==> src/rtl/timer_pwm_unit_defines.vh <==
`ifndef TIMER_PWM_UNIT_DEFINES_VH
`define TIMER_PWM_UNIT_DEFINES_VH

// ----------------------------------------
// Register offsets (byte registers)
// ----------------------------------------
`define OFS_STAT_CTRL 4'h0
`define OFS_CNT_HI 4'h1
`define OFS_CNT_LO 4'h2
`define OFS_MOD_HI 4'h3
`define OFS_MOD_LO 4'h4
`define OFS_CH0_CTRL 4'h5
`define OFS_CH0_VAL_HI 4'h6
`define OFS_CH0_VAL_LO 4'h7
`define OFS_CH1_CTRL 4'h8
`define OFS_CH1_VAL_HI 4'h9
`define OFS_CH1_VAL_LO 4'ha
`define OFS_SYS_OPT 4'hb

// ----------------------------------------
// Status/control bit positions
// ----------------------------------------
`define SC_OVF 7
`define SC_OVIE 6
`define SC_CENTER 5
`define SC_CLK_HI 4
`define SC_CLK_LO 3
`define SC_PS_HI 2

// ----------------------------------------
// Channel control bit positions
// ----------------------------------------
`define CC_FLAG 7
`define CC_IE 6
`define CC_MODE_HI 5
`define CC_MODE_LO 4
`define CC_ELS_HI 3
`define CC_ELS_LO 2

// ----------------------------------------
// Encodings
// ----------------------------------------
`define CLK_OFF 2'h0
`define CLK_BUS 2'h1
`define CLK_SPARE 2'h2
`define CLK_XTAL 2'h3
`define MODE_CAPT 2'h0
`define MODE_CMP 2'h1
`define CNT_ZERO 16'h0000
`define CNT_FULL 16'hffff
`define BYTE_ZERO 8'h00

`endif

==> src/rtl/timer_pwm_unit.v <==
`timescale 1ns/1ps
// Function
// - Clock source field: 00 off, 01 bus clock, 10 unused, 11 crystal clock.
// - Crystal selection counts from the 500 kHz crystal-derived clock.
// - Selected clock passes a prescaler dividing by 1 to 128.
// - One 16-bit counter, time base for capture, compare and edge PWM.
// - Counter limit comes from the 16-bit modulo value, high and low bytes.
// - Modulo 0x0000 or 0xFFFF gives a free-running full-range counter.
// - Counter reads never disturb counting.
// - Any write to either counter byte resets the counter.
// - Center-aligned mode counts up/down and applies to all channels.
// - Each channel is capture, compare or edge-aligned PWM independently.
// - Capture triggers on rising, falling or either edge.
// - Compare match sets, clears or toggles the pin.
// - PWM output polarity is selectable.
// - One interrupt per channel plus one overflow interrupt.
// - System option bit routes channel 0 from pin or low-freq oscillator.
// - Channels drive two shared port pins when enabled.
// - Overflow flag sets on wrap to zero, or stepping down from modulo.
// - Flag clears by read while set then write 0; new event restarts.
// - Overflow interrupt while enable and flag; reset clears both.
// - Prescale codes 000 to 111 map to divide 1 up to 128.
module timer_pwm_unit #(
  parameter CW = 16
) (
  input wire mclk_i,
  input wire rst_i,
  input wire [3:0] addr_i,
  input wire [7:0] wdata_i,
  input wire wr_i,
  input wire rd_i,
  output reg [7:0] rdata_o,
  input wire crystal_derived_clock_i,
  input wire low_freq_oscillator_i,
  input wire [1:0] pin_i,
  output reg [1:0] pin_o,
  output wire [1:0] pin_oe_o,
  output wire [1:0] ch_irq_o,
  output wire ovf_irq_o
);
`include "timer_pwm_unit_defines.vh"

  // ----------------------------------------
  // Registers
  // ----------------------------------------
  reg [7:0] sc;
  reg [CW-1:0] count_value;
  reg [CW-1:0] modulo_value;
  reg [7:0] mod_hi_buf;
  reg [7:0] cc [0:1];
  wire [CW-1:0] cv [0:1];
  wire [CW-1:0] cv_act [0:1];
  wire [1:0] ch_level;
  reg [7:0] cv_hi_buf [0:1];
  reg channel0_osc_route;
  reg ovf_armed;
  reg [1:0] ch_armed;
  reg down;
  reg [7:0] cnt_lo_latch;
  reg [1:0] dx_sync;
  reg dx_prev;
  reg [6:0] pre;
  reg [1:0] in_prev;

  wire [1:0] clk_sel = sc[`SC_CLK_HI:`SC_CLK_LO];
  wire [2:0] prescale_select = sc[`SC_PS_HI:0];
  wire center_aligned_pwm = sc[`SC_CENTER];
  wire overflow_flag = sc[`SC_OVF];
  wire overflow_irq_enable = sc[`SC_OVIE];

  // ----------------------------------------
  // Clock source and prescaler
  // ----------------------------------------
  // The crystal clock is sampled by two flops and its rising edge is taken from
  // the synchronised copy only, so it must stay well below half the bus rate.
  wire dx_edge = dx_sync[1] & ~dx_prev;
  wire src_tick = (clk_sel == `CLK_BUS) ? 1'b1 :
                  (clk_sel == `CLK_XTAL) ? dx_edge : 1'b0;
  wire [6:0] pre_mask = (7'h01 << prescale_select) - 7'h01;
  wire tick = src_tick & ((pre & pre_mask) == pre_mask);

  // ----------------------------------------
  // Counter
  // ----------------------------------------
  wire free_run = (modulo_value == `CNT_ZERO) || (modulo_value == `CNT_FULL);
  wire [CW-1:0] top = free_run ? `CNT_FULL : modulo_value;
  wire up_wrap = tick & ~center_aligned_pwm & (count_value == top);
  wire cw_turn = tick & center_aligned_pwm & ~down & (count_value == top);
  wire ovf_event = up_wrap | cw_turn;
  wire period_start = up_wrap | (tick & center_aligned_pwm & down &
                      (count_value == `CNT_ZERO + 16'h0001));
  wire cnt_write = wr_i & ((addr_i == `OFS_CNT_HI) || (addr_i == `OFS_CNT_LO));
  wire sc_write = wr_i & (addr_i == `OFS_STAT_CTRL);

  reg [CW-1:0] next_count;
  reg next_down;
  always @* begin
    next_count = count_value;
    next_down = down;
    if (cnt_write) begin
      next_count = `CNT_ZERO;
      next_down = 1'b0;
    end else if (tick) begin
      if (!center_aligned_pwm) begin
        next_count = (count_value == top) ? `CNT_ZERO : count_value + 16'h0001;
        next_down = 1'b0;
      end else if (!down) begin
        if (count_value == top) begin
          next_count = count_value - 16'h0001;
          next_down = 1'b1;
        end else begin
          next_count = count_value + 16'h0001;
        end
      end else begin
        if (count_value == `CNT_ZERO + 16'h0001) begin
          next_down = 1'b0;
        end
        next_count = count_value - 16'h0001;
      end
    end
  end

  // ----------------------------------------
  // Channels
  // ----------------------------------------
  wire [1:0] ch_in;
  assign ch_in[0] = channel0_osc_route ? low_freq_oscillator_i : pin_i[0];
  assign ch_in[1] = pin_i[1];
  wire [1:0] ch_event;
  genvar g;
  generate
    for (g = 0; g < 2; g = g + 1) begin : chan
      wire [1:0] mode = cc[g][`CC_MODE_HI:`CC_MODE_LO];
      wire [1:0] els = cc[g][`CC_ELS_HI:`CC_ELS_LO];
      wire rise = ch_in[g] & ~in_prev[g];
      wire fall = ~ch_in[g] & in_prev[g];
      wire capt = ~center_aligned_pwm && (mode == `MODE_CAPT) &&
                  ((els[0] & rise) | (els[1] & fall));
      wire match = tick && (count_value == cv_act[g]);
      wire cmp = ~center_aligned_pwm && (mode == `MODE_CMP) && match;
      wire pwm = center_aligned_pwm || mode[1];
      // Each channel owns its flops, so every register has a single driving process.
      reg level;
      reg [CW-1:0] value;
      reg [CW-1:0] value_act;
      assign cv[g] = value;
      assign cv_act[g] = value_act;
      assign ch_level[g] = level;
      assign ch_event[g] = capt | cmp | (pwm & match);
      assign pin_oe_o[g] = (els != 2'h0) && (pwm || (mode == `MODE_CMP));
      assign ch_irq_o[g] = cc[g][`CC_FLAG] & cc[g][`CC_IE];
      always @(posedge mclk_i) begin
        if (rst_i) begin
          level <= 1'b0;
          value <= `CNT_ZERO;
          value_act <= `CNT_ZERO;
        end else begin
          if (capt) begin
            value <= count_value;
          end else if (wr_i && addr_i == `OFS_CH0_VAL_LO + g * 3) begin
            value <= {cv_hi_buf[g], wdata_i};
          end
          // Edge and center PWM duty values are taken at the period boundary,
          // which keeps a half-written value from producing a runt pulse.
          if (!pwm || period_start) begin
            value_act <= value;
          end
          if (cmp) begin
            case (els)
              2'h1: level <= ~level;
              2'h2: level <= 1'b0;
              2'h3: level <= 1'b1;
              default: level <= level;
            endcase
          end else if (pwm) begin
            if (period_start) begin
              level <= ~els[0];
            end else if (match) begin
              level <= els[0];
            end
          end
        end
      end
    end
  endgenerate

  assign ovf_irq_o = overflow_flag & overflow_irq_enable;

  // The pin levels live in the channel flops; this only gathers them,
  // so every register still has exactly one process driving it.
  always @* begin
    pin_o = ch_level;
  end

  // ----------------------------------------
  // Sequential state and register writes
  // ----------------------------------------
  integer i;
  always @(posedge mclk_i) begin
    if (rst_i) begin
      sc <= `BYTE_ZERO;
      count_value <= `CNT_ZERO;
      modulo_value <= `CNT_ZERO;
      mod_hi_buf <= `BYTE_ZERO;
      channel0_osc_route <= 1'b0;
      ovf_armed <= 1'b0;
      ch_armed <= 2'h0;
      down <= 1'b0;
      cnt_lo_latch <= `BYTE_ZERO;
      dx_sync <= 2'h0;
      dx_prev <= 1'b0;
      pre <= 7'h00;
      in_prev <= 2'h0;
      for (i = 0; i < 2; i = i + 1) begin
        cc[i] <= `BYTE_ZERO;
        cv_hi_buf[i] <= `BYTE_ZERO;
      end
    end else begin
      dx_sync <= {dx_sync[0], crystal_derived_clock_i};
      dx_prev <= dx_sync[1];
      in_prev <= ch_in;
      // The prescaler restarts while the timer is stopped, so the first divided
      // tick comes a full ratio after a clock source is chosen.
      if (clk_sel == `CLK_OFF || clk_sel == `CLK_SPARE) begin
        pre <= 7'h00;
      end else if (src_tick) begin
        pre <= pre + 7'h01;
      end
      count_value <= next_count;
      down <= next_down;
      // Counter reads only snapshot the low byte; the counter is untouched.
      if (rd_i && addr_i == `OFS_CNT_HI) begin
        cnt_lo_latch <= count_value[7:0];
      end
      if (sc_write) begin
        sc[6:0] <= wdata_i[6:0];
      end
      // An event in the clearing cycle wins and drops the pending read arm.
      if (ovf_event) begin
        sc[`SC_OVF] <= 1'b1;
        ovf_armed <= 1'b0;
      end else if (sc_write && !wdata_i[`SC_OVF] && ovf_armed) begin
        sc[`SC_OVF] <= 1'b0;
        ovf_armed <= 1'b0;
      end else if (rd_i && addr_i == `OFS_STAT_CTRL && overflow_flag) begin
        ovf_armed <= 1'b1;
      end
      if (wr_i && addr_i == `OFS_MOD_HI) begin
        mod_hi_buf <= wdata_i;
      end
      if (wr_i && addr_i == `OFS_MOD_LO) begin
        modulo_value <= {mod_hi_buf, wdata_i};
      end
      if (wr_i && addr_i == `OFS_SYS_OPT) begin
        channel0_osc_route <= wdata_i[0];
      end
      for (i = 0; i < 2; i = i + 1) begin
        if (wr_i && addr_i == `OFS_CH0_CTRL + i * 3) begin
          cc[i][6:0] <= wdata_i[6:0];
        end
        if (wr_i && addr_i == `OFS_CH0_VAL_HI + i * 3) begin
          cv_hi_buf[i] <= wdata_i;
        end
        if (ch_event[i]) begin
          cc[i][`CC_FLAG] <= 1'b1;
          ch_armed[i] <= 1'b0;
        end else if (wr_i && addr_i == `OFS_CH0_CTRL + i * 3 &&
                     !wdata_i[`CC_FLAG] && ch_armed[i]) begin
          cc[i][`CC_FLAG] <= 1'b0;
          ch_armed[i] <= 1'b0;
        end else if (rd_i && addr_i == `OFS_CH0_CTRL + i * 3 && cc[i][`CC_FLAG]) begin
          ch_armed[i] <= 1'b1;
        end
      end
    end
  end

  // ----------------------------------------
  // Read data, valid in the cycle after the strobe
  // ----------------------------------------
  always @(posedge mclk_i) begin
    if (rst_i) begin
      rdata_o <= `BYTE_ZERO;
    end else if (rd_i) begin
      case (addr_i)
        `OFS_STAT_CTRL: rdata_o <= sc;
        `OFS_CNT_HI: rdata_o <= count_value[15:8];
        `OFS_CNT_LO: rdata_o <= cnt_lo_latch;
        `OFS_MOD_HI: rdata_o <= modulo_value[15:8];
        `OFS_MOD_LO: rdata_o <= modulo_value[7:0];
        `OFS_CH0_CTRL: rdata_o <= cc[0];
        `OFS_CH0_VAL_HI: rdata_o <= cv[0][15:8];
        `OFS_CH0_VAL_LO: rdata_o <= cv[0][7:0];
        `OFS_CH1_CTRL: rdata_o <= cc[1];
        `OFS_CH1_VAL_HI: rdata_o <= cv[1][15:8];
        `OFS_CH1_VAL_LO: rdata_o <= cv[1][7:0];
        `OFS_SYS_OPT: rdata_o <= {7'h00, channel0_osc_route};
        default: rdata_o <= `BYTE_ZERO;
      endcase
    end else begin
      rdata_o <= `BYTE_ZERO;
    end
  end

endmodule

==> config.mk <==
export PLATFORM = sky130hd
export DESIGN_NAME = timer_pwm_unit
export DESIGN_NICKNAME = d
export VERILOG_FILES = /design/src/rtl/timer_pwm_unit.v
export VERILOG_INCLUDE_DIRS = /design/src /design/src/rtl
export SDC_FILE = /design/constraint.sdc
export NUM_CORES = 1
export LEC_CHECK = 0
export CAP_MARGIN = 10
export CORE_MARGIN = 10
export CORE_UTILIZATION = 25
export DETAILED_ROUTE_END_ITERATION = 12
export DONT_BUFFER_PORTS = 1
export PLACE_DENSITY = 0.5
export SETUP_SLACK_MARGIN = 0.1
export SLEW_MARGIN = 30
export SYNTH_ARGS = -nofsm -noshare
export SYNTH_HDL_FRONTEND = slang
export SYNTH_SLANG_ARGS = --single-unit
export TNS_END_PERCENT = 1
==> constraint.sdc <==
create_clock -name mclk_i -period 8.25 [get_ports mclk_i]
set_input_delay 0.825 -clock mclk_i [delete_from_list [all_inputs] [get_ports mclk_i]]
set_output_delay 0.825 -clock mclk_i [all_outputs]
set_load 0.01 [all_outputs]
== Word-level counts from Yosys, hierarchy flattened ==
Memory sizes are Yosys's and may differ from the RTL's.
Cells that the tools add are included.
Word-level totals
  bits in registers: 147
  bits in writable memories: 32
  logic and storage cells: 245
  memories kept: 2
Operators by class
  add/subtract/negate cells: 4
  equal/unequal tests: 30
  shifts and indexed selects: 1
  mux-type cells: 65
  bitwise operators: 53
  reduce and logical (&&, ||, !) cells: 68
Memory list
  cc: depth 2, width 8, read ports 2, clocked after memory_dff 0, write ports 2, RTL line timer_pwm_unit.v:50  | reg [7:0] cc [0:1];
  cv_hi_buf: depth 2, width 8, read ports 2, clocked after memory_dff 0, write ports 2, RTL line timer_pwm_unit.v:54  | reg [7:0] cv_hi_buf [0:1];
Operators by type and width (number)
  two-way mux 16 bit: 9
  one-hot mux 8 bit (12 select lines): 1
  two-way mux 1 bit: 49
  == test 16 bit: 3
  logical AND 1 bit: 34
  bitwise AND 1 bit: 24
  adder 16 x 1 -> 16 bit (second input constant): 1
  == test 16 x 1 -> 1 bit (second input constant): 1
  == test 16 bit (second input constant): 1
  == test 4 x 3 -> 1 bit (second input constant): 4
  == test 4 bit (second input constant): 4
  logical NOT 16 bit: 1
  two-way mux 8 bit: 2
  bitwise OR 1 bit: 16
  subtractor 16 x 1 -> 16 bit (second input constant): 1
  two-way mux 7 bit: 2
  nonzero test 2 bit: 7
  == test 2 bit (second input constant): 6
  inverter 1 bit: 12
  == test 2 x 1 -> 1 bit (second input constant): 5
  logical OR 1 bit: 9
  OR reduction 3 bit: 3
  == test 4 x 2 -> 1 bit (second input constant): 2
  != test 4 x 1 -> 1 bit (second input constant): 2
  13 further kinds: 22

== Longest topological paths before layout ==
Gate-level depths: netlist of run 1.
  depth after elaboration: 14
  mapped depth: 13
  gate-level depth less buffers: 10

== Worst setup path before layout of run 1 ==
No wires, ideal clock.
  path type: input -> register
  from: input addr_i[0]
  to: register chan[0].value[0]
  arrival: 2.639 ns
  slack: 5.474 ns
  stages: 8
  path buffers: 4
  cell sequence: clkbuf_1 and2_1 clkbuf_1 and3_1 clkbuf_1 clkbuf_1 mux2i_1 a211oi_1
On the way
  longest elaborated chain between the ends: 3
RTL lines
  from (decl): RTL line timer_pwm_unit.v:28  | input wire [3:0] addr_i,
  == test 4 x 3 -> 1 bit: RTL line timer_pwm_unit.v:160  | end else if (wr_i && addr_i == `OFS_CH0_VAL_LO + g * 3) begin
  logical AND 1 bit: RTL line timer_pwm_unit.v:160
  nonzero test 2 bit (no source line)
  to (signal assigned): RTL line timer_pwm_unit.v:155  | value <= `CNT_ZERO;
  to (signal assigned): RTL line timer_pwm_unit.v:159  | value <= count_value;
  to (signal assigned): RTL line timer_pwm_unit.v:161  | value <= {cv_hi_buf[g], wdata_i};
  to (decl): RTL line timer_pwm_unit.v:144  | reg [CW-1:0] value;
Every way passes these cells.
A chain may end at the register's enable or synchronous reset.

== Final worst setup path of run 1 ==
  from: register pre[0]
  to: register count_value[15]
On the way
  longest elaborated chain between the ends: 3
RTL lines
  from (decl): RTL line timer_pwm_unit.v:62  | reg [6:0] pre;
  from (signal assigned): RTL line timer_pwm_unit.v:227  | pre <= pre + 7'h01;
  bitwise AND 7 bit: RTL line timer_pwm_unit.v:80  | wire tick = src_tick & ((pre & pre_mask) == pre_mask);
  == test 7 bit: RTL line timer_pwm_unit.v:80
  bitwise AND 1 bit: RTL line timer_pwm_unit.v:80
  to (signal assigned): RTL line timer_pwm_unit.v:202  | count_value <= `CNT_ZERO;
  to (signal assigned): RTL line timer_pwm_unit.v:229  | count_value <= next_count;
  to (decl): RTL line timer_pwm_unit.v:47  | reg [CW-1:0] count_value;
Every way passes these cells.

==> impl_metrics.yaml, run 1 <==
outcome:
  status: "completed"
routing:
  vias: 8056
  firstDrtPassIters: 6
  viasPerCell: 5.425
  drc: 0
  ant_nets: 0
  drt_iter0_drc: 828
  wl_mm: 32.22
  avgRoutedWirePerCell_um: 21.70
sta:
  fin_skew_ns: 0.01518
  timing.final.hold_violations: 0
  min_period_ns: 3.472
  fin_tns_setup_ns: 0
  finalCritPeriodShare: 0.4208
  finalSetupViolations: 0
  rsz0062_at_grt: "no"
  timing.fmax_mhz: 288.1
  worst_slack_ns: 4.778
  slew_violations: 0
  slew_headroom: 0.3744
  worst_pin_slew_ns: 0.9365
global_routing:
  antenna_found_initial: 0
  grt_max_degree: 129
  grt.overflow.total: 0
  grt_pass1_wl_mm: 48.11
  grt_pass1_vias: 7391
  grt_usage: 0.1402
yosys:
  synth.distinct_cells: 75
  syn_inst: 1049
  synth_edf_count: 32
  ys_seq_area_frac: 0.4166
  yosys_warnings: 0
  synth-main-ff-cell: "dfxtp_1"
  synth_seq_cells: 179
  synth_area_mm2: 0.009371
  synth_nets: 1073
  synthArstFlopShare: 0
  avgSynthCellArea_um2: 8.934
critical_path:
  crit_end: "count_value[15]"
  critPathKind: "reg2reg"
  path_max_fanout: 22
  regToRegSetupSlack_ns: 4.78
  cp_data_arrival_time_ns: 3.82
  worstReg2RegStart: "pre[0]"
  rr_worst_depth: 7
  startpoint_type: "register"
  critPathCaptureType: "register"
  reg2reg_to: "count_value[15]"
  cp.required_ns: 8.60
  cp-startpoint: "pre[0]"
clock_network:
  clock-sinks: 179
  holdBufCountCts: 0
  clk_latency_ns: 0.45
  h-tree-depth: 4
  cts-root-buf: "clkbuf_16"
  cts_tree: "done"
  clk_pin_slew_ns: 0.08
  cts_buffer_depth: 2
  post_cts_buffers: 0
  cts-buffers-inserted: 17
  cts-resized-gates: 0
cells_and_area:
  mostFrequentLayoutCells: "152 x nor2_1, 147 x dfxtp_1, 101 x mux2i_1, 82 x nand2_1, 46 x a21oi_1"
  multiInputGateArea_mm2: 0.005116
  fin_cells: 1485
  drive_gt1_frac: 0.07972
  area_delta_synth_final_pct: 10.39
  final_net_count: 1027
  finish.utilization: 0.2812
  fillers: 3933
  regArea_mm2: 0.003904
  final_cell_area_mm2: 0.01034
  final_common_cell: "nor2_1"
placement:
  place_area_mm2: 0.009733
  hpwl_mm: 22.15
  place.gp.congestion: 0.8713
  numPortBuffers: 0
  dp.cells: 1451
  dp_slack_ns: 4.763
worst_hold_path:
  worstHoldStart: "dx_sync[1]"
  hp-class: "reg2reg"
  holdPathStages: 2
power:
  vdd_drop_max_mv: 0.1299
  powerDensity_mw_per_mm2: 181.1
  p_leak_nw: 3.872
flow_run:
  cap_violations: 0
floorplan:
  die-area_mm2: 0.04563
  die_w_um: 213.6
  dieHeight_um: 213.6
  initial_utilization: 0.2548
  io_pins: 35
  core_mm2: 0.03679
  num_rows: 70
-- where the power goes --
group | internal [mW] | total (mW) | switching, mW
combinational | 0.0467 | 0.113 | 0.0666
sequential | 0.914 | 0.940 | 0.0267
clock | 0.407 | 0.820 | 0.413
total | 1.37 | 1.87 | 0.506
-- worst max-delay path, cell delays in order, from the launching register on --
cell and delay, ns:
dfxtp_1 0.45, nand2_1 0.10, o32ai_1 0.80, and2_1 0.77
nand2_1 0.27, nor2_1 0.59, a21oi_1 0.16, a211oi_1 0.24
-- routing by layer --
| layer | up-vias | routed length (um) | global-route usage |
|---|---|---|---|
| met4 | 0 | 677 | 0.04180 |
| met5 | - | 0 | 0 |
| li1 | 3732 | - | - |
| met2 | 316 | 14340 | 0.2108 |
| met1 | 3958 | 14750 | 0.1937 |
| met3 | 50 | 2458 | 0.03431 |
-- area by class of cell --
class,count,area share
diodes,1,0.0002419
clock buffers,17,0.04112
clock inverters,15,0.01597
inverters,7,0.002540
multi-input cells,783,0.4946
flip-flops and latches,179,0.3774
well taps,468,0.05660
repair buffers,15,0.01161
-- per-stage QoR --
stage / hold slack, ns / power (mW)
floorplan: 0.4138 / 1.050
global placement: 0.4261 / 1.070
detailed placement: 0.4383 / 1.072
CTS: 0.4541 / 1.882
global route: 0.4674 / 1.940
finish: 0.4519 / 1.873
-- how the worst min path moves through the flow --
stage / endpoint / slack [ns]
2_1_floorplan: dx_sync[1] / 0.41
3_3_place_gp: dx_sync[1] / 0.43
3_5_place_dp: dx_sync[1] / 0.44
4_1_cts: dx_prev / 0.45
5_1_grt: dx_sync[1] / 0.47
6_report: dx_prev / 0.45
-- kinds of logic after synthesis --
kind of cell | after synthesis | share of synthesized area
DFF | 179 | 0.4166
buffers and inverters | 87 | 0.03925
AOI/OAI and AO/OA | 216 | 0.1648
and+or+nand+nor | 406 | 0.2103
muxes | 110 | 0.1199
xor gates and xnor gates | 47 | 0.04393
adders and majority gates | 4 | 0.005341
-- flip-flops by register name, summed over array words and instances (netlist names) --
name and count:
pre 7, rdata_o 8, dx_sync 2, in_prev 2
channel0_osc_route 1, modulo_value 16, cc 16, chan.value 32
cv_hi_buf 16, cnt_lo_latch 8, chan.level 2, ch_armed 2
sc 8, mod_hi_buf 8, dx_prev 1, chan.value_act 32
ovf_armed 1, down 1, count_value 16
-- synth_stat cells, types with 15 or more instances --
cell        n  area (um^2)
a211oi_1   35        262.8
a21oi_1    46        230.2
a31oi_1    18        112.6
and2_1     24        150.1
and3_1     19        118.9
clkbuf_1   64        240.2
dfxtp_1   147         2943
edfxtp_1   32        960.9
mux2i_1   101         1011
nand2_1    83        311.6
nand3_1    20        100.1
nand4_1    16        100.1
nor2_1    153        574.3
nor3_1     15        75.07
o21ai_0    20        100.1
xnor2_1    33        289.0
No activity file was read; power rests on OpenSTA's default activity.
==> run 2, diff against run 1 <==
--- a/config.mk
+++ b/config.mk
@@ -6,12 +6,13 @@
 export SDC_FILE = /design/constraint.sdc
 export NUM_CORES = 1
 export LEC_CHECK = 0
+export ABC_AREA = 1
 export CAP_MARGIN = 10
 export CORE_MARGIN = 10
 export CORE_UTILIZATION = 25
 export DETAILED_ROUTE_END_ITERATION = 12
 export DONT_BUFFER_PORTS = 1
-export PLACE_DENSITY = 0.5
+export PLACE_DENSITY = 0.52
 export SETUP_SLACK_MARGIN = 0.1
 export SLEW_MARGIN = 30
 export SYNTH_ARGS = -nofsm -noshare
==> constraint.sdc (replaced) <==
create_clock -name mclk_i -period 2.83 [get_ports mclk_i]
set_input_delay 0.283 -clock mclk_i [delete_from_list [all_inputs] [get_ports mclk_i]]
set_output_delay 0.283 -clock mclk_i [all_outputs]
set_load 0.01 [all_outputs]
==> run 2 against run 1 <==
- sequential power rose to 2.9 times the previous value
- non-clock buffer count rose by 62
- clock skew grew 0.0047 ns
- critical path depth up 1
- register-to-register slack worse by 4.5 ns
- first-iteration DRC count grew 18%
- sequential share of layout area shrank 2.3 points
- power grew to 3.1 times the previous value
- largest cell class unchanged
- highest routed layer unchanged
==> impl_metrics.yaml, run 2 <==
power:
  p_leak_nw: 4.053
  vdd_drop_max_mv: 0.3547
  totalPowerFinal_mw: 5.814
  powerDensity_mw_per_mm2: 528.2
outcome:
  status: "completed"
clock_network:
  clk_latency_ns: 0.45
  cts_buffer_depth: 2
  cts-root-buf: "clkbuf_16"
  post_cts_buffers: 0
  h-tree-depth: 4
  cts_tree: "done"
  cts-buffers-inserted: 17
  clk_pin_slew_ns: 0.08
  clock-sinks: 179
yosys:
  synth-main-ff-cell: "dfxtp_1"
  yosys-top-cells-area: "dfxtp_1 31%, edfxtp_1 10%, nand2_1 8.1%"
  synth_nets: 1289
  synth_most_common_cell: "nand2_1"
  ys_top_cells_by_count: "205 x nand2_1, 156 x inv_1, 147 x dfxtp_1, 120 x nor2_1, 91 x a21oi_1"
  syn_inst: 1265
  ys_seq_area_frac: 0.4126
  synth_top_area_share: 0.3111
  yosys_warnings: 0
  synth_edf_count: 32
  synth_seq_cells: 179
  synth.distinct_cells: 52
  synth_area_mm2: 0.009460
  avgSynthCellArea_um2: 7.479
  synthArstFlopShare: 0
  synth_top_area_cell: "dfxtp_1"
sta:
  worst_slack_ns: 0.2725
  slew_violations: 0
  timing.final.hold_violations: 0
  slew_headroom: 0.4159
  rsz0062_at_grt: "yes"
  finalCritPeriodShare: 0.9037
  holdWs_ns: 0.006638
  fin_skew_ns: 0.01988
  worst_pin_slew_ns: 0.8741
  timing.fmax_mhz: 391.0
  finalSetupViolations: 0
  min_period_ns: 2.558
  fin_tns_setup_ns: 0
critical_path:
  critPathKind: "reg2reg"
  critPathCaptureType: "register"
  path_max_fanout: 10
  cp_cell_sequence: "xnor2_1 -> nand2_1 -> nor4_1 -> nand3_1 -> o21ai_0 -> buf_4 -> o31ai_2 -> nor2_1"
  regToRegSetupSlack_ns: 0.27
  critical-path-max-stage-delay_ns: 0.83
  startpoint_type: "register"
  cp_slowest_cell: "dfxtp_1"
  reg2reg_to: "cc[1][6]"
  cp.required_ns: 3.11
  cp_data_arrival_time_ns: 2.84
  worstReg2RegStart: "count_value[10]"
  rr_worst_depth: 8
routing:
  firstDrtPassIters: 8
  viasPerCell: 5.049
  drt_iter0_drc: 975
  ant_nets: 0
  vias: 9204
  drc: 0
  wl_mm: 37.81
  avgRoutedWirePerCell_um: 20.74
global_routing:
  antenna_found_initial: 0
  grt_max_degree: 50
  grt_pass1_wl_mm: 56.29
  grt_pass1_vias: 8740
  grt.overflow.total: 0
  grt_usage: 0.1606
floorplan:
  dieHeight_um: 214.5
  die_w_um: 214.5
  io_pins: 35
  core_mm2: 0.03749
  num_rows: 71
  initial_utilization: 0.2524
  die-area_mm2: 0.04602
placement:
  place.gp.congestion: 0.9571
  numPortBuffers: 0
  hpwl_mm: 28.20
  dp_slack_ns: 0.2679
cells_and_area:
  final_net_count: 1322
  drive_gt1_frac: 0.1228
  reg_top3: "chan.value (32), chan.value_act (32)"
  finish.utilization: 0.2936
  final_common_cell: "nand2_1"
  mostFrequentLayoutCells: "205 x nand2_1, 155 x inv_1, 147 x dfxtp_1, 120 x nor2_1, 91 x a21oi_1"
  area_delta_synth_final_pct: 16.36
flow_run:
  cap_violations: 0
worst_hold_path:
  holdPathStages: 2
  hp-class: "in2reg"
  worstHoldStart: "wdata_i[1]"
  min_to: "mod_hi_buf[1]"
## run 2: changes by cell type in the layout (fill, tap and decap cells not counted), sizes merged, moves of 24 or more
cell and change:
inv +155, nand2 +137, mux2i -100, o21ai +84, a21oi +66, nand3 +61, buf +46, and2 -24
## run 2: worst max-delay path: cells and delay by family, from the launching register on
family | cells | cell delay [ns]
AOI/OAI and AO/OA | 2 | 0.33
xor gates and xnor gates | 1 | 0.19
buffers and inverters | 1 | 0.17
DFF | 1 | 0.83
and+or+nand+nor | 4 | 0.86
## run 2: what timing repair did
action / in CTS / in global routing
setup endpoints to repair: 0 / 45
hold buffers: 17 / 0
endpoints found under the hold margin: 45 / 0
resized for setup: 0 / 2
## run 2: logic make-up after synthesis
logic type / after synthesis / share of synthesized area
AO/OA/AOI/OAI: 325 / 0.2076
XOR/XNOR: 40 / 0.03703
adder cells (fa/ha/maj): 4 / 0.005291
buffers and inverters: 228 / 0.1016
flip-flops: 179 / 0.4126
multiplexers: 1 / 0.001058
AND/OR/NAND/NOR: 488 / 0.2348
## run 2: through the flow
stage	cells	cell area (um^2)
6_report	1823	11010
2_1_floorplan	1265	9460
5_1_grt	1822	11010
3_3_place_gp	1773	10230
4_1_cts	1822	11000
3_5_place_dp	1773	10230
## run 2: per-layer routing
layer / part of all wire / wire (um) / GRT usage / up-vias
met1: 0.44 / 16790 / 0.2086 / 4433
met4: 0.030 / 1127 / 0.06051 / 0
li1: - / - / - / 4343
met3: 0.069 / 2592 / 0.02891 / 68
met2: 0.46 / 17300 / 0.2600 / 360
met5: 0 / 0 / 0 / -
## run 2: final cells by class
type | instances | area (um^2)
antenna | 1 | 2.502
clock buffer | 18 | 439.2
clock inverter | 14 | 150.1
fill | 4158 | 26480
inverter | 165 | 624.3
multi-input combinational | 858 | 4606
sequential | 179 | 3904
tap | 511 | 639.4
timing repair buffer | 77 | 643.1
## run 2: how the worst max path moves through the flow
stage	from	end	slack [ns]	cells after the start
after floorplan	sc[5]	cc[0][0]	0.72	7
after global routing	modulo_value[6]	chan[1].value_act[0]	0.08	15
final	count_value[10]	cc[1][6]	0.27	8
after CTS	modulo_value[0]	chan[1].value_act[1]	0.24	15
after global placement	modulo_value[10]	count_value[3]	0.31	14
after detailed placement	modulo_value[6]	chan[1].value_act[1]	0.27	15
## run 2: where the power goes
group | total, mW | switching (mW) | internal (mW)
Combinational | 0.630 | 0.429 | 0.201
Clock | 2.42 | 1.18 | 1.24
Sequential | 2.76 | 0.0748 | 2.68
Total | 5.81 | 1.68 | 4.13
==> run 3, diff against run 2 <==
--- a/config.mk
+++ b/config.mk
@@ -6,13 +6,12 @@
 export SDC_FILE = /design/constraint.sdc
 export NUM_CORES = 1
 export LEC_CHECK = 0
-export ABC_AREA = 1
 export CAP_MARGIN = 10
 export CORE_MARGIN = 10
-export CORE_UTILIZATION = 25
+export CORE_UTILIZATION = 60
 export DETAILED_ROUTE_END_ITERATION = 12
 export DONT_BUFFER_PORTS = 1
-export PLACE_DENSITY = 0.52
+export PLACE_DENSITY = 0.88
 export SETUP_SLACK_MARGIN = 0.1
 export SLEW_MARGIN = 30
 export SYNTH_ARGS = -nofsm -noshare
==> constraint.sdc (replaced) <==
create_clock -name mclk_i -period 3.1 [get_ports mclk_i]
set_input_delay 0.31 -clock mclk_i [delete_from_list [all_inputs] [get_ports mclk_i]]
set_output_delay 0.31 -clock mclk_i [all_outputs]
set_load 0.01 [all_outputs]
==> run 3 against run 2 <==
- the flow now finishes with violations (DRC)
- clock-buffer cell count is 1 lower
- utilization is 39 points higher
- worst hold slack worse by 0.0034 ns
- non-clock buffer count is 25 lower
- register-to-register slack worse by 0.08 ns
- clock skew is 0.0089 ns lower
- fmax is 12% lower
- critical path depth is 1 higher
- setup slack worse by 0.075 ns
- largest power group unchanged
- via count is 5.0% lower
- final cell count is 31% lower
- critical path type unchanged
- sequential share of layout area is 2.2 points higher
==> impl_metrics.yaml, run 3 (synthesis gave the netlist of run 1 again) <==
outcome:
  status: "complete, but fails checks"
  violations: "DRC"
routing:
  ant_nets: 0
  wl_met2_mm: 13.64
  drt_iter0_drc: 1450
  highest_layer: "met4"
  dr_wl_met3_mm: 3.939
  vias: 8741
  wl_mm: 30.71
  viasPerCell: 6.915
  firstDrtPassIters: 10
  wl_met1_mm: 11.05
  avgRoutedWirePerCell_um: 24.30
  drc: 1
global_routing:
  grt.overflow.total: 0
  grt_max_degree: 112
  antenna_found_initial: 0
  grt_pass1_wl_mm: 47.77
  grt_usage: 0.2824
  grt_pass1_vias: 8345
sta:
  holdWs_ns: 0.003282
  worst_pin_slew_ns: 0.9414
  min_period_ns: 2.903
  finalSetupViolations: 0
  timing.fmax_mhz: 344.5
  rsz0062_at_grt: "yes"
  fin_skew_ns: 0.01103
  fin_tns_setup_ns: 0
  slew_headroom: 0.3701
  slew_violations: 0
  timing.final.hold_violations: 0
  finalCritPeriodShare: 0.9364
clock_network:
  cts_buffer_depth: 2
  cts-root-buf: "clkbuf_16"
  cts_tree: "done"
  clk_latency_ns: 0.45
  clk_pin_slew_ns: 0.08
  h-tree-depth: 4
  clock-sinks: 179
  post_cts_buffers: 0
  cts-buffers-inserted: 17
power:
  p_switching_mw: 1.403
  netSwitchingFraction: 0.2756
  p_comb_frac: 0.072
  vdd_drop_max_mv: 0.4459
  p_int_mw: 3.688
  pwr-share-clk: 0.437
  p_leak_nw: 4.092
  seq_power_share: 0.491
  powerDensity_mw_per_mm2: 490.6
floorplan:
  die-area_mm2: 0.02102
  dieHeight_um: 145.0
  die_w_um: 145.0
  initial_utilization: 0.6142
  core_mm2: 0.01526
  io_pins: 35
  num_rows: 45
placement:
  dp.cells: 1227
  hpwl_mm: 20.61
  place.gp.congestion: 1.101
  numPortBuffers: 0
cells_and_area:
  drive_gt1_frac: 0.1083
  fin_cells: 1264
  fillers: 1128
  multiInputGateArea_mm2: 0.005107
  area_delta_synth_final_pct: 10.72
  reg_top3: "chan.value (32), chan.value_act (32)"
  regArea_mm2: 0.003906
  mostFrequentLayoutCells: "153 x nor2_1, 145 x dfxtp_1, 101 x mux2i_1, 83 x nand2_1, 46 x a21oi_1"
  final_net_count: 1064
  final_common_cell: "nor2_1"
  antenna_cells: 0
flow_run:
  cap_violations: 0
critical_path:
  startpoint_type: "register"
  path_max_fanout: 18
  cp_slowest_cell: "nor4_4"
  cp.required_ns: 3.42
  cp_data_arrival_time_ns: 3.22
  critPathCaptureType: "register"
  cp_cell_sequence: "nand4_2 -> nor4_4 -> or2_4 -> o221ai_1 -> and4_4 -> and2_4 -> o2111a_1 -> a221oi_1 -> a41oi_1"
  critPathKind: "reg2reg"
  critical-path-max-stage-delay_ns: 0.53
  regToRegSetupSlack_ns: 0.20
worst_hold_path:
  hp-class: "in2reg"
==> run 3: cell types whose count changed in the layout (fill, tap and decap cells not counted), sizes merged, moves of 23 or more <==
cell / delta
and2: +24
nand2: -137
nand3: -61
o21ai: -84
inv: -158
nor2: +23
mux2i: +100
a21oi: -66
==> run 3: stage by stage <==
stage / power (mW) / util / area (um^2) / worst slack, ns
4_1_cts: 5.071 / 0.6796 / 10370 / 0.1394
6_report: 5.091 / 0.6800 / 10380 / 0.1971
3_3_place_gp: 2.851 / 0.6341 / 9676 / 0.2982
3_5_place_dp: 2.864 / 0.6341 / 9676 / 0.1864
2_1_floorplan: 2.794 / - / 9371 / 0.4632
5_1_grt: 5.215 / 0.6800 / 10380 / 0.07076
==> run 3: layout make-up <==
type / count / share of cell area
multi-input cells: 783 / 0.4922
flip-flops and latches: 179 / 0.3765
clock inverters: 15 / 0.01941
repair buffers: 52 / 0.04293
clock buffers: 17 / 0.04100
well taps: 211 / 0.02544
inverters: 7 / 0.002532
==> run 3: path summary, 6_finish.rpt <==
kind              startpoint              end  depth (start not counted)
max          modulo_value[9]   count_value[8]                          9
min               wdata_i[2]  modulo_value[2]                          2
max reg2reg  modulo_value[9]   count_value[8]                          9
min reg2reg    mod_hi_buf[1]  modulo_value[9]                          2
==> run 3: power by group through the flow <==
stage                     Sequential (mW)  Combinational [mW]  Clock, mW
after global placement               2.54               0.308          0
after global routing                 2.50               0.389       2.32
after floorplan                      2.52               0.278          0
final                                2.50               0.368       2.23
after CTS                            2.49               0.353       2.23
after detailed placement             2.55               0.318          0
==> run 3: critical path, delay by kind of cell (launching register included) <==
family           cells  cell delay, ns
AND/OR/NAND/NOR      5            1.38
AO/OA/AOI/OAI        4            0.95
flip-flops           1            0.44
==> run 3: timing repair <==
| action | 4_1_cts | 5_1_grt |
|---|---|---|
| hold buffers | 5 | 0 |
| gates resized for setup | 0 | 4 |
| endpoints found under the hold margin | 111 | 0 |
| setup endpoints to repair | 0 | 13 |
==> run 3: metal layers <==
metal,global-route usage,vias to the layer above
met5,0,-
met4,0.1742,0
met3,0.08910,186
met2,0.4376,655
met1,0.3344,4105
li1,-,3795
